[config.mk]
export PLATFORM = sky130hd
export DESIGN_NAME = rsp_core
export DESIGN_NICKNAME = d
export VERILOG_FILES = /design/src/logic/rsp_stack_ram.v /design/src/logic/rsp_core.v
export VERILOG_INCLUDE_DIRS = /design/src /design/src/logic
export SDC_FILE = /design/constraint.sdc
export NUM_CORES = 1
export LEC_CHECK = 0
export ABC_AREA = 1
export BUFFER_PORTS_ARGS = -buffer_cell sky130_fd_sc_hd__buf_2
export CELL_PAD_IN_SITES_DETAIL_PLACEMENT = 1
export CELL_PAD_IN_SITES_GLOBAL_PLACEMENT = 1
export CORE_UTILIZATION = 52
export DETAILED_ROUTE_END_ITERATION = 16
export PLACE_DENSITY_LB_ADDON = 0.1
export SYNTH_ARGS = -nofsm -noshare
export SYNTH_HDL_FRONTEND = slang
export SYNTH_SLANG_ARGS = --single-unit
[constraint.sdc]
create_clock -name pclk -period 5.6 [get_ports pclk]
set_clock_uncertainty 0.15 [all_clocks]
set_input_delay 1.12 -clock pclk [delete_from_list [all_inputs] [get_ports pclk]]
set_output_delay 1.12 -clock pclk [all_outputs]
set_load 0.1 [all_outputs]
[src/logic/rsp_defs.vh]
// rsp_defs.vh: constants for the return stack and program counter unit.
// assumes it is included by bare name from every design file that needs it.
`ifndef RSP_DEFS_VH
`define RSP_DEFS_VH

// ------------------------------------------------------------
// sizes
// ------------------------------------------------------------
`define RSP_PC_W 21
`define RSP_PTR_W 5
`define RSP_PTR_TOP 5'h1F
`define RSP_PTR_LAST_FREE 5'h1E
`define RSP_PC_STEP 21'h000002

// ------------------------------------------------------------
// register byte offsets on the apb bus
// ------------------------------------------------------------
`define RSP_OFF_STACK_STATUS 8'h00
`define RSP_OFF_TOP_UPPER 8'h04
`define RSP_OFF_TOP_HIGH 8'h08
`define RSP_OFF_TOP_LOW 8'h0C
`define RSP_OFF_PC_LOW 8'h10
`define RSP_OFF_PC_HIGH_LATCH 8'h14
`define RSP_OFF_PC_UPPER_LATCH 8'h18
`define RSP_OFF_CONFIG 8'h1C

// ------------------------------------------------------------
// field positions and reset values
// ------------------------------------------------------------
`define RSP_BIT_FULL 7
`define RSP_BIT_UNDERFLOW 6
`define RSP_BIT_ERR_RESET_EN 0
`define RSP_RST_STACK_STATUS 8'h00
`define RSP_RST_CONFIG 1'b1
`define RSP_RST_PC 21'h000000
`define RSP_RST_LATCH 8'h00

// ------------------------------------------------------------
// sequencer commands
// ------------------------------------------------------------
`define RSP_CMD_STEP 4'h0
`define RSP_CMD_JUMP 4'h1
`define RSP_CMD_CALL 4'h2
`define RSP_CMD_INT_ACK 4'h3
`define RSP_CMD_RETURN 4'h4
`define RSP_CMD_RETURN_LIT 4'h5
`define RSP_CMD_INT_RETURN 4'h6
`define RSP_CMD_PUSH 4'h7
`define RSP_CMD_POP 4'h8

`endif

[src/logic/rsp_stack_ram.v]
// rsp_stack_ram.v: 31 x 21 return stack storage, entry 0 has no storage.
// assumes one writer; read data is registered and write-first on collision.
`timescale 1ns/1ns
`include "rsp_defs.vh"

module rsp_stack_ram (
  input wire pclk,
  input wire we,
  input wire [`RSP_PTR_W-1:0] waddr,
  input wire [`RSP_PC_W-1:0] wdata,
  input wire [`RSP_PTR_W-1:0] raddr,
  output reg [`RSP_PC_W-1:0] rdata
);

  reg [`RSP_PC_W-1:0] mem [1:31];

  // ------------------------------------------------------------
  // write port and registered read
  // ------------------------------------------------------------
  always @(posedge pclk) begin
    if (we && (waddr != 5'h00)) begin
      mem[waddr] <= wdata;
    end
  end

  // address zero reads as zero; a same-cycle write is forwarded so the
  // top entry seen by the core is never one cycle stale
  always @(posedge pclk) begin
    if (raddr == 5'h00) begin
      rdata <= 21'h000000;
    end else if (we && (waddr == raddr)) begin
      rdata <= wdata;
    end else begin
      rdata <= mem[raddr];
    end
  end

endmodule // rsp_stack_ram

[src/logic/rsp_core.v]
// rsp_core.v: return address stack, fast register shadow and program counter.
// assumes one sequencer command per cycle at most, apb master per amba apb.
//
// Added by the designer: the address map and the APB register port.
`timescale 1ns/1ns
`include "rsp_defs.vh"

module rsp_core (
  input wire pclk,
  input wire presetn,
  input wire psel,
  input wire penable,
  input wire pwrite,
  input wire [7:0] paddr,
  input wire [31:0] pwdata,
  output reg [31:0] prdata,
  output reg pready,
  output reg pslverr,
  input wire core_valid,
  input wire [3:0] core_cmd,
  input wire core_fast,
  input wire [20:0] core_target,
  input wire [7:0] status_in,
  input wire [7:0] working_reg_in,
  input wire [7:0] bank_select_reg_in,
  output reg [20:0] pc,
  output reg stack_reset,
  output reg shadow_restore,
  output reg [7:0] status_out,
  output reg [7:0] working_reg_out,
  output reg [7:0] bank_select_reg_out
);

  // ------------------------------------------------------------
  // state
  // ------------------------------------------------------------
  reg [4:0] pointer_bits;
  reg stack_full_flag;
  reg stack_underflow_flag;
  reg stack_error_reset_enable;
  reg [7:0] pc_high_latch;
  reg [4:0] pc_upper_latch;
  reg [7:0] shadow_status;
  reg [7:0] shadow_working;
  reg [7:0] shadow_bank;

  reg [4:0] next_ptr;
  reg [20:0] next_pc;
  reg next_full;
  reg next_unf;
  reg [7:0] next_lat_hi;
  reg [4:0] next_lat_up;
  reg next_reset;
  reg next_restore;
  reg save_shadow;
  reg ram_we;
  reg [4:0] ram_waddr;
  reg [20:0] ram_wdata;
  reg do_push;
  reg do_pop;
  reg pop_loads_pc;
  reg [31:0] next_rdata;
  reg next_err;

  wire [20:0] top_entry;
  wire setup_phase;
  wire access_done;
  wire wr_en;
  wire rd_en;
  wire [20:0] pc_plus_step;
  wire [20:0] target_even;

  assign setup_phase = psel & ~penable;
  assign access_done = psel & penable & pready;
  assign wr_en = access_done & pwrite & ~pslverr;
  assign rd_en = access_done & ~pwrite & ~pslverr;
  assign pc_plus_step = pc + `RSP_PC_STEP;
  assign target_even = {core_target[20:1], 1'b0};

  // ------------------------------------------------------------
  // stack storage, read address follows the next pointer
  // ------------------------------------------------------------
  // 31 by 21 storage
  rsp_stack_ram rsp_stack_ram_inst (
    .pclk(pclk),
    .we(ram_we),
    .waddr(ram_waddr),
    .wdata(ram_wdata),
    .raddr(next_ptr),
    .rdata(top_entry)
  );

  // ------------------------------------------------------------
  // next-state logic; core actions after software writes so they win
  // ------------------------------------------------------------
  always @* begin
    next_ptr = pointer_bits;
    next_pc = pc;
    next_full = stack_full_flag;
    next_unf = stack_underflow_flag;
    next_lat_hi = pc_high_latch;
    next_lat_up = pc_upper_latch;
    next_reset = 1'b0;
    next_restore = 1'b0;
    save_shadow = 1'b0;
    ram_we = 1'b0;
    ram_waddr = pointer_bits;
    ram_wdata = top_entry;
    do_push = 1'b0;
    do_pop = 1'b0;
    pop_loads_pc = 1'b0;
    if (wr_en) begin
      case (paddr)
        `RSP_OFF_STACK_STATUS: begin
          // flags clear on a written zero, pointer free
          next_ptr = pwdata[4:0];
          if (!pwdata[`RSP_BIT_FULL]) begin
            next_full = 1'b0;
          end
          if (!pwdata[`RSP_BIT_UNDERFLOW]) begin
            next_unf = 1'b0;
          end
        end
        `RSP_OFF_TOP_UPPER: begin
          ram_we = (pointer_bits != 5'h00);
          ram_wdata = {pwdata[4:0], top_entry[15:0]};
        end
        `RSP_OFF_TOP_HIGH: begin
          ram_we = (pointer_bits != 5'h00);
          ram_wdata = {top_entry[20:16], pwdata[7:0], top_entry[7:0]};
        end
        `RSP_OFF_TOP_LOW: begin
          ram_we = (pointer_bits != 5'h00);
          ram_wdata = {top_entry[20:8], pwdata[7:0]};
        end
        `RSP_OFF_PC_LOW: begin
          // latches move into the upper pc bytes
          next_pc = {pc_upper_latch, pc_high_latch, pwdata[7:1], 1'b0};
        end
        `RSP_OFF_PC_HIGH_LATCH: begin
          next_lat_hi = pwdata[7:0];
        end
        `RSP_OFF_PC_UPPER_LATCH: begin
          next_lat_up = pwdata[4:0];
        end
        default: begin
          next_ptr = pointer_bits;
        end
      endcase
    end
    // low byte read captures upper pc
    if (rd_en && (paddr == `RSP_OFF_PC_LOW)) begin
      next_lat_hi = pc[15:8];
      next_lat_up = pc[20:16];
    end
    if (core_valid) begin
      case (core_cmd)
        `RSP_CMD_STEP: begin
          next_pc = pc_plus_step;
        end
        `RSP_CMD_JUMP: begin
          next_pc = target_even;
        end
        `RSP_CMD_CALL: begin
          do_push = 1'b1;
          next_pc = target_even;
          save_shadow = core_fast;
        end
        `RSP_CMD_INT_ACK: begin
          do_push = 1'b1;
          next_pc = target_even;
          save_shadow = 1'b1;
        end
        `RSP_CMD_RETURN, `RSP_CMD_RETURN_LIT: begin
          do_pop = 1'b1;
          pop_loads_pc = 1'b1;
          next_restore = core_fast & (core_cmd == `RSP_CMD_RETURN);
        end
        `RSP_CMD_INT_RETURN: begin
          do_pop = 1'b1;
          pop_loads_pc = 1'b1;
          next_restore = core_fast;
        end
        `RSP_CMD_PUSH: begin
          do_push = 1'b1;
          next_pc = pc_plus_step;
        end
        `RSP_CMD_POP: begin
          do_pop = 1'b1;
          next_pc = pc_plus_step;
        end
        // unused codes leave any software pc write in place
        default: begin
          do_push = 1'b0;
        end
      endcase
    end
    if (do_push) begin
      ram_wdata = pc;
      ram_waddr = pointer_bits + 5'h01;
      if (pointer_bits == `RSP_PTR_TOP) begin
        next_full = 1'b1;
        next_ptr = `RSP_PTR_TOP;
        if (stack_error_reset_enable) begin
          next_reset = 1'b1;
          next_ptr = 5'h00;
          next_pc = `RSP_RST_PC;
        end
      end else if (pointer_bits == `RSP_PTR_LAST_FREE) begin
        next_full = 1'b1;
        ram_we = 1'b1;
        if (stack_error_reset_enable) begin
          // store pc+2, reset, pointer to zero
          ram_wdata = pc_plus_step;
          next_reset = 1'b1;
          next_ptr = 5'h00;
          next_pc = `RSP_RST_PC;
        end else begin
          next_ptr = `RSP_PTR_TOP;
        end
      end else begin
        ram_we = 1'b1;
        next_ptr = pointer_bits + 5'h01;
      end
    end
    if (do_pop) begin
      if (pointer_bits == 5'h00) begin
        // empty pop: zero to pc on a return or with error reset, flag, pointer stays
        next_unf = 1'b1;
        if (pop_loads_pc) begin
          next_pc = `RSP_RST_PC;
        end
        next_reset = stack_error_reset_enable;
        if (stack_error_reset_enable) begin
          next_pc = `RSP_RST_PC;
        end
      end else begin
        if (pop_loads_pc) begin
          next_pc = {top_entry[20:1], 1'b0};
        end
        next_ptr = pointer_bits - 5'h01;
      end
    end
  end

  // ------------------------------------------------------------
  // apb read data, decoded in the setup cycle
  // ------------------------------------------------------------
  always @* begin
    next_rdata = 32'h00000000;
    next_err = 1'b0;
    if (paddr[1:0] != 2'b00) begin
      next_err = 1'b1;
    end else begin
      case (paddr)
        `RSP_OFF_STACK_STATUS: next_rdata = {24'h000000, stack_full_flag, stack_underflow_flag, 1'b0, pointer_bits};
        `RSP_OFF_TOP_UPPER: next_rdata = {27'h0000000, top_entry[20:16]};
        `RSP_OFF_TOP_HIGH: next_rdata = {24'h000000, top_entry[15:8]};
        `RSP_OFF_TOP_LOW: next_rdata = {24'h000000, top_entry[7:0]};
        // only the low byte is direct
        `RSP_OFF_PC_LOW: next_rdata = {24'h000000, pc[7:0]};
        `RSP_OFF_PC_HIGH_LATCH: next_rdata = {24'h000000, pc_high_latch};
        `RSP_OFF_PC_UPPER_LATCH: next_rdata = {27'h0000000, pc_upper_latch};
        `RSP_OFF_CONFIG: next_rdata = {31'h00000000, stack_error_reset_enable};
        default: next_err = 1'b1;
      endcase
    end
  end

  // ------------------------------------------------------------
  // apb slave: one wait-free access phase, data registered in setup
  // ------------------------------------------------------------
  always @(posedge pclk or negedge presetn) begin
    if (!presetn) begin
      pready <= 1'b0;
      pslverr <= 1'b0;
      prdata <= 32'h00000000;
    end else if (setup_phase) begin
      pready <= 1'b1;
      pslverr <= next_err;
      prdata <= pwrite ? 32'h00000000 : next_rdata;
    end else begin
      pready <= 1'b0;
      pslverr <= 1'b0;
    end
  end

  // ------------------------------------------------------------
  // registers
  // ------------------------------------------------------------
  always @(posedge pclk or negedge presetn) begin
    if (!presetn) begin
      pointer_bits <= 5'h00;
      stack_full_flag <= 1'b0;
      stack_underflow_flag <= 1'b0;
      stack_error_reset_enable <= `RSP_RST_CONFIG;
      pc <= `RSP_RST_PC;
      pc_high_latch <= `RSP_RST_LATCH;
      pc_upper_latch <= 5'h00;
      stack_reset <= 1'b0;
    end else begin
      pointer_bits <= next_ptr;
      stack_full_flag <= next_full;
      stack_underflow_flag <= next_unf;
      pc <= next_pc;
      pc_high_latch <= next_lat_hi;
      pc_upper_latch <= next_lat_up;
      stack_reset <= next_reset;
      if (wr_en && (paddr == `RSP_OFF_CONFIG)) begin
        stack_error_reset_enable <= pwdata[`RSP_BIT_ERR_RESET_EN];
      end
    end
  end

  // ------------------------------------------------------------
  // fast register shadow, hidden from software
  // ------------------------------------------------------------
  always @(posedge pclk or negedge presetn) begin
    if (!presetn) begin
      shadow_status <= 8'h00;
      shadow_working <= 8'h00;
      shadow_bank <= 8'h00;
      shadow_restore <= 1'b0;
      status_out <= 8'h00;
      working_reg_out <= 8'h00;
      bank_select_reg_out <= 8'h00;
    end else begin
      if (save_shadow) begin
        shadow_status <= status_in;
        shadow_working <= working_reg_in;
        shadow_bank <= bank_select_reg_in;
      end
      shadow_restore <= next_restore;
      if (next_restore) begin
        status_out <= shadow_status;
        working_reg_out <= shadow_working;
        bank_select_reg_out <= shadow_bank;
      end
    end
  end

endmodule // rsp_core

==> metrics.txt <==
ys async rst share=a little over an eighth; Ports=between 150 and 200; Final WS setup=~0.86 ns; Post-DRT Antenna Nets=0; root buf cell=clkbuf_16; wire per inst=26.0 microns; global-route wire length before repair=roughly 170000 microns; commonest cells in the netlist=nand3_1, nand2_1, edfxtp_1; R2R setup slack=1.03 ns; CTS tree=done; Critical Path End=rsp_stack_ram_inst.rdata[5]; CTS Buf Count=between 80 and 90; DPL Wire Length=around 72000 microns; Post-Synthesis Cells=approximately 3500; final-report hold violation count=0; Setup TNS=0 ns; Initial DRC Count=approximately 2300; EDFF count, synth=about 650; crit share post-route=84.6%; Tmin final=between 4 and 5 ns; total gr overflow=0; die area=just under 70000 sq um; Critical R2R Capture=rsp_stack_ram_inst.rdata[5]; maxcap violations=0; pwr dens=521 nW/um^2; Initial Util=a little over half; Max Buffers Root-to-Sink=3; Yosys reg bits=about 770; total clock sinks=~770; met3 Use GR=around 5.1%; gr busiest metal=met2; hold_ws=~0.32 ns; die width=about 260 microns; layout cells sized above 1=between 10% and 20%; gr usage total=approximately a third; top-count cell post-synth=nand3_1; Detailed Route WL=roughly 120000 microns; Setup crit start kind=input port; # rows=95; CP Capture Type=flop; initial antenna violation count=3; Synth area leaders=edfxtp_1, nand3_1, nand2_1; area delta synth->final=12.8%; worst-path fanout max=24; I/O Buffers=~130; maximum vdd drop=between 0.0004 and 0.0005 V; met1 Use GR=44.6%; crit path kind=input port to flop; run status=complete, no violations; cell taking the most area after synthesis=edfxtp_1; post-CTS setup buffer count=0; Worst slew margin=a little over a fifth; clk slew on worst S/H paths=0.06 ns; Most used DFF post-synth=edfxtp_1; Worst setup startpoint=core_cmd[3]; syn avg cell area=approximately 10 sq um; Final Wtd Congestion=slightly below 1; highest clock rate=0.211 GHz; pre-CTS setup slack=0.393 ns; r2r startpoint=pointer_bits[0]; GR Util met2=between 50% and 60%; vias in the first global route=around 29000; FF-to-FF path depth=15; RSZ-0062 raised after global routing=false; Leak=0.0164 uW; CP required=between 5 and 6 ns; cell area after synthesis=35200 sq um; # hold bufs at CTS=0; DR vias/cell=between 6 and 7; CTS resizes=0; die extent in y=around 260 microns; Slew @ Worst Pin=between 1 and 1.5 ns; Via Count=27700; final count of pins violating max slew=0; Initial DRT Pass Iterations=5; warnings from Yosys=0; H-tree lvl count=3; layout net count=around 3700; clk_lat worst skew=between 0.6 and 0.7 ns; Yosys top cell area share=55.6%; final setup violation count=0; Final Core Density=~60%; DRC=0; Worst Path Arrival=5.12 ns; Cell variety after synth=between 50 and 60; Hold WC Path Type=flop to flop; pin count of the biggest net entering global routing=about 120; sequential element share of the synthesized area=between 60 and 70%; core area=67000 sq um
## stage by stage
| step | total power (uW) | instances | cell area (sq um) |
|---|---|---|---|
| floorplan | 12400 | 3518 | 35300 |
| global placement | 14800 | 4386 | 37000 |
| detailed placement | 15100 | 4386 | 37000 |
| CTS | 20700 | 4539 | 39700 |
| global route | 21500 | 4539 | 39700 |
| finish | 20700 | 4541 | 39700 |
## power breakdown
group          switching, uW  internal [uW]
registers                295           7250
clock network           2310           3180
logic                   5870           1770
## placed cells by master (no fill, tap or decap), types with 26 or more instances in the layout
| master | synthesis | final |
|---|---|---|
| a21oi_1 | 86 | 82 |
| nand2_1 | 820 | 819 |
| edfxtp_1 | 651 | 651 |
| clkbuf_16 | 0 | 84 |
| buf_4 | 33 | 87 |
| clkinv_1 | 1 | 26 |
| inv_1 | 347 | 346 |
| nor2_1 | 100 | 66 |
| o21ai_0 | 82 | 79 |
| nand3_1 | 834 | 834 |
| nor2_2 | 9 | 42 |
| buf_2 | 89 | 126 |
| dfrtp_1 | 101 | 101 |
## state kept, by name, summed over array words and instances, names as in the netlist, 8 cells and up
name                      count
bank_select_reg_out           8
pc                           21
pc_high_latch                 8
prdata                        8
rsp_stack_ram_inst.mem      651
rsp_stack_ram_inst.rdata     21
shadow_bank                   8
shadow_status                 8
shadow_working                8
status_out                    8
working_reg_out               8
## worst max-delay path, cell delays in order
cell and delay [ns]:
buf_2 0.12, nor2_1 0.22, nand2_1 0.09, nand2_1 0.18
nand2_2 0.32, o21ai_0 0.53, inv_1 0.18, nand2_1 0.12
o21a_1 0.16, nand3_1 0.09, a21oi_2 0.81, nand2_1 0.80
a21oi_1 0.36
## kinds of logic after synthesis
family                   count (synthesis)  synth area share (%)
buffers and inverters                  589                  7.06
other                                    1                0.0107
multiplexers                            24                 0.768
XOR/XNOR                                22                 0.548
adder cells (fa/ha/maj)                  5                 0.178
AO/OA/AOI/OAI                          262                  4.46
flip-flops                             774                  64.0
AND/OR/NAND/NOR                       1818                  23.0
## routing by layer
| layer | routed length (microns) | vias to the layer above |
|---|---|---|
| met2 | 57800 | 1209 |
| met3 | 8430 | 281 |
| li1 | - | 12100 |
| met1 | 47300 | 14100 |
| met5 | 29 | - |
| met4 | 4490 | 4 |
## worst min path at each step
stage / end / cells after the start / slack, ns / startpoint
after floorplan: bank_select_reg_out[0] / 2 / 0.29 / shadow_bank[0]
after global placement: status_out[1] / 2 / 0.29 / shadow_status[1]
after detailed placement: bank_select_reg_out[5] / 2 / 0.31 / shadow_bank[5]
after CTS: bank_select_reg_out[7] / 2 / 0.33 / shadow_bank[7]
after global routing: status_out[2] / 2 / 0.35 / shadow_status[2]
final: status_out[3] / 2 / 0.32 / shadow_status[3]
## layout make-up
class	instances	area, sq um
antenna	2	5.00
clock buffer	105	2210
clock inverter	48	494
fill	7269	27400
inverter	358	1350
multi-input combinational	2155	10500
sequential	774	22500
tap	873	1090
timing repair buffer	226	1540
Power figures use the tool's default switching activity.
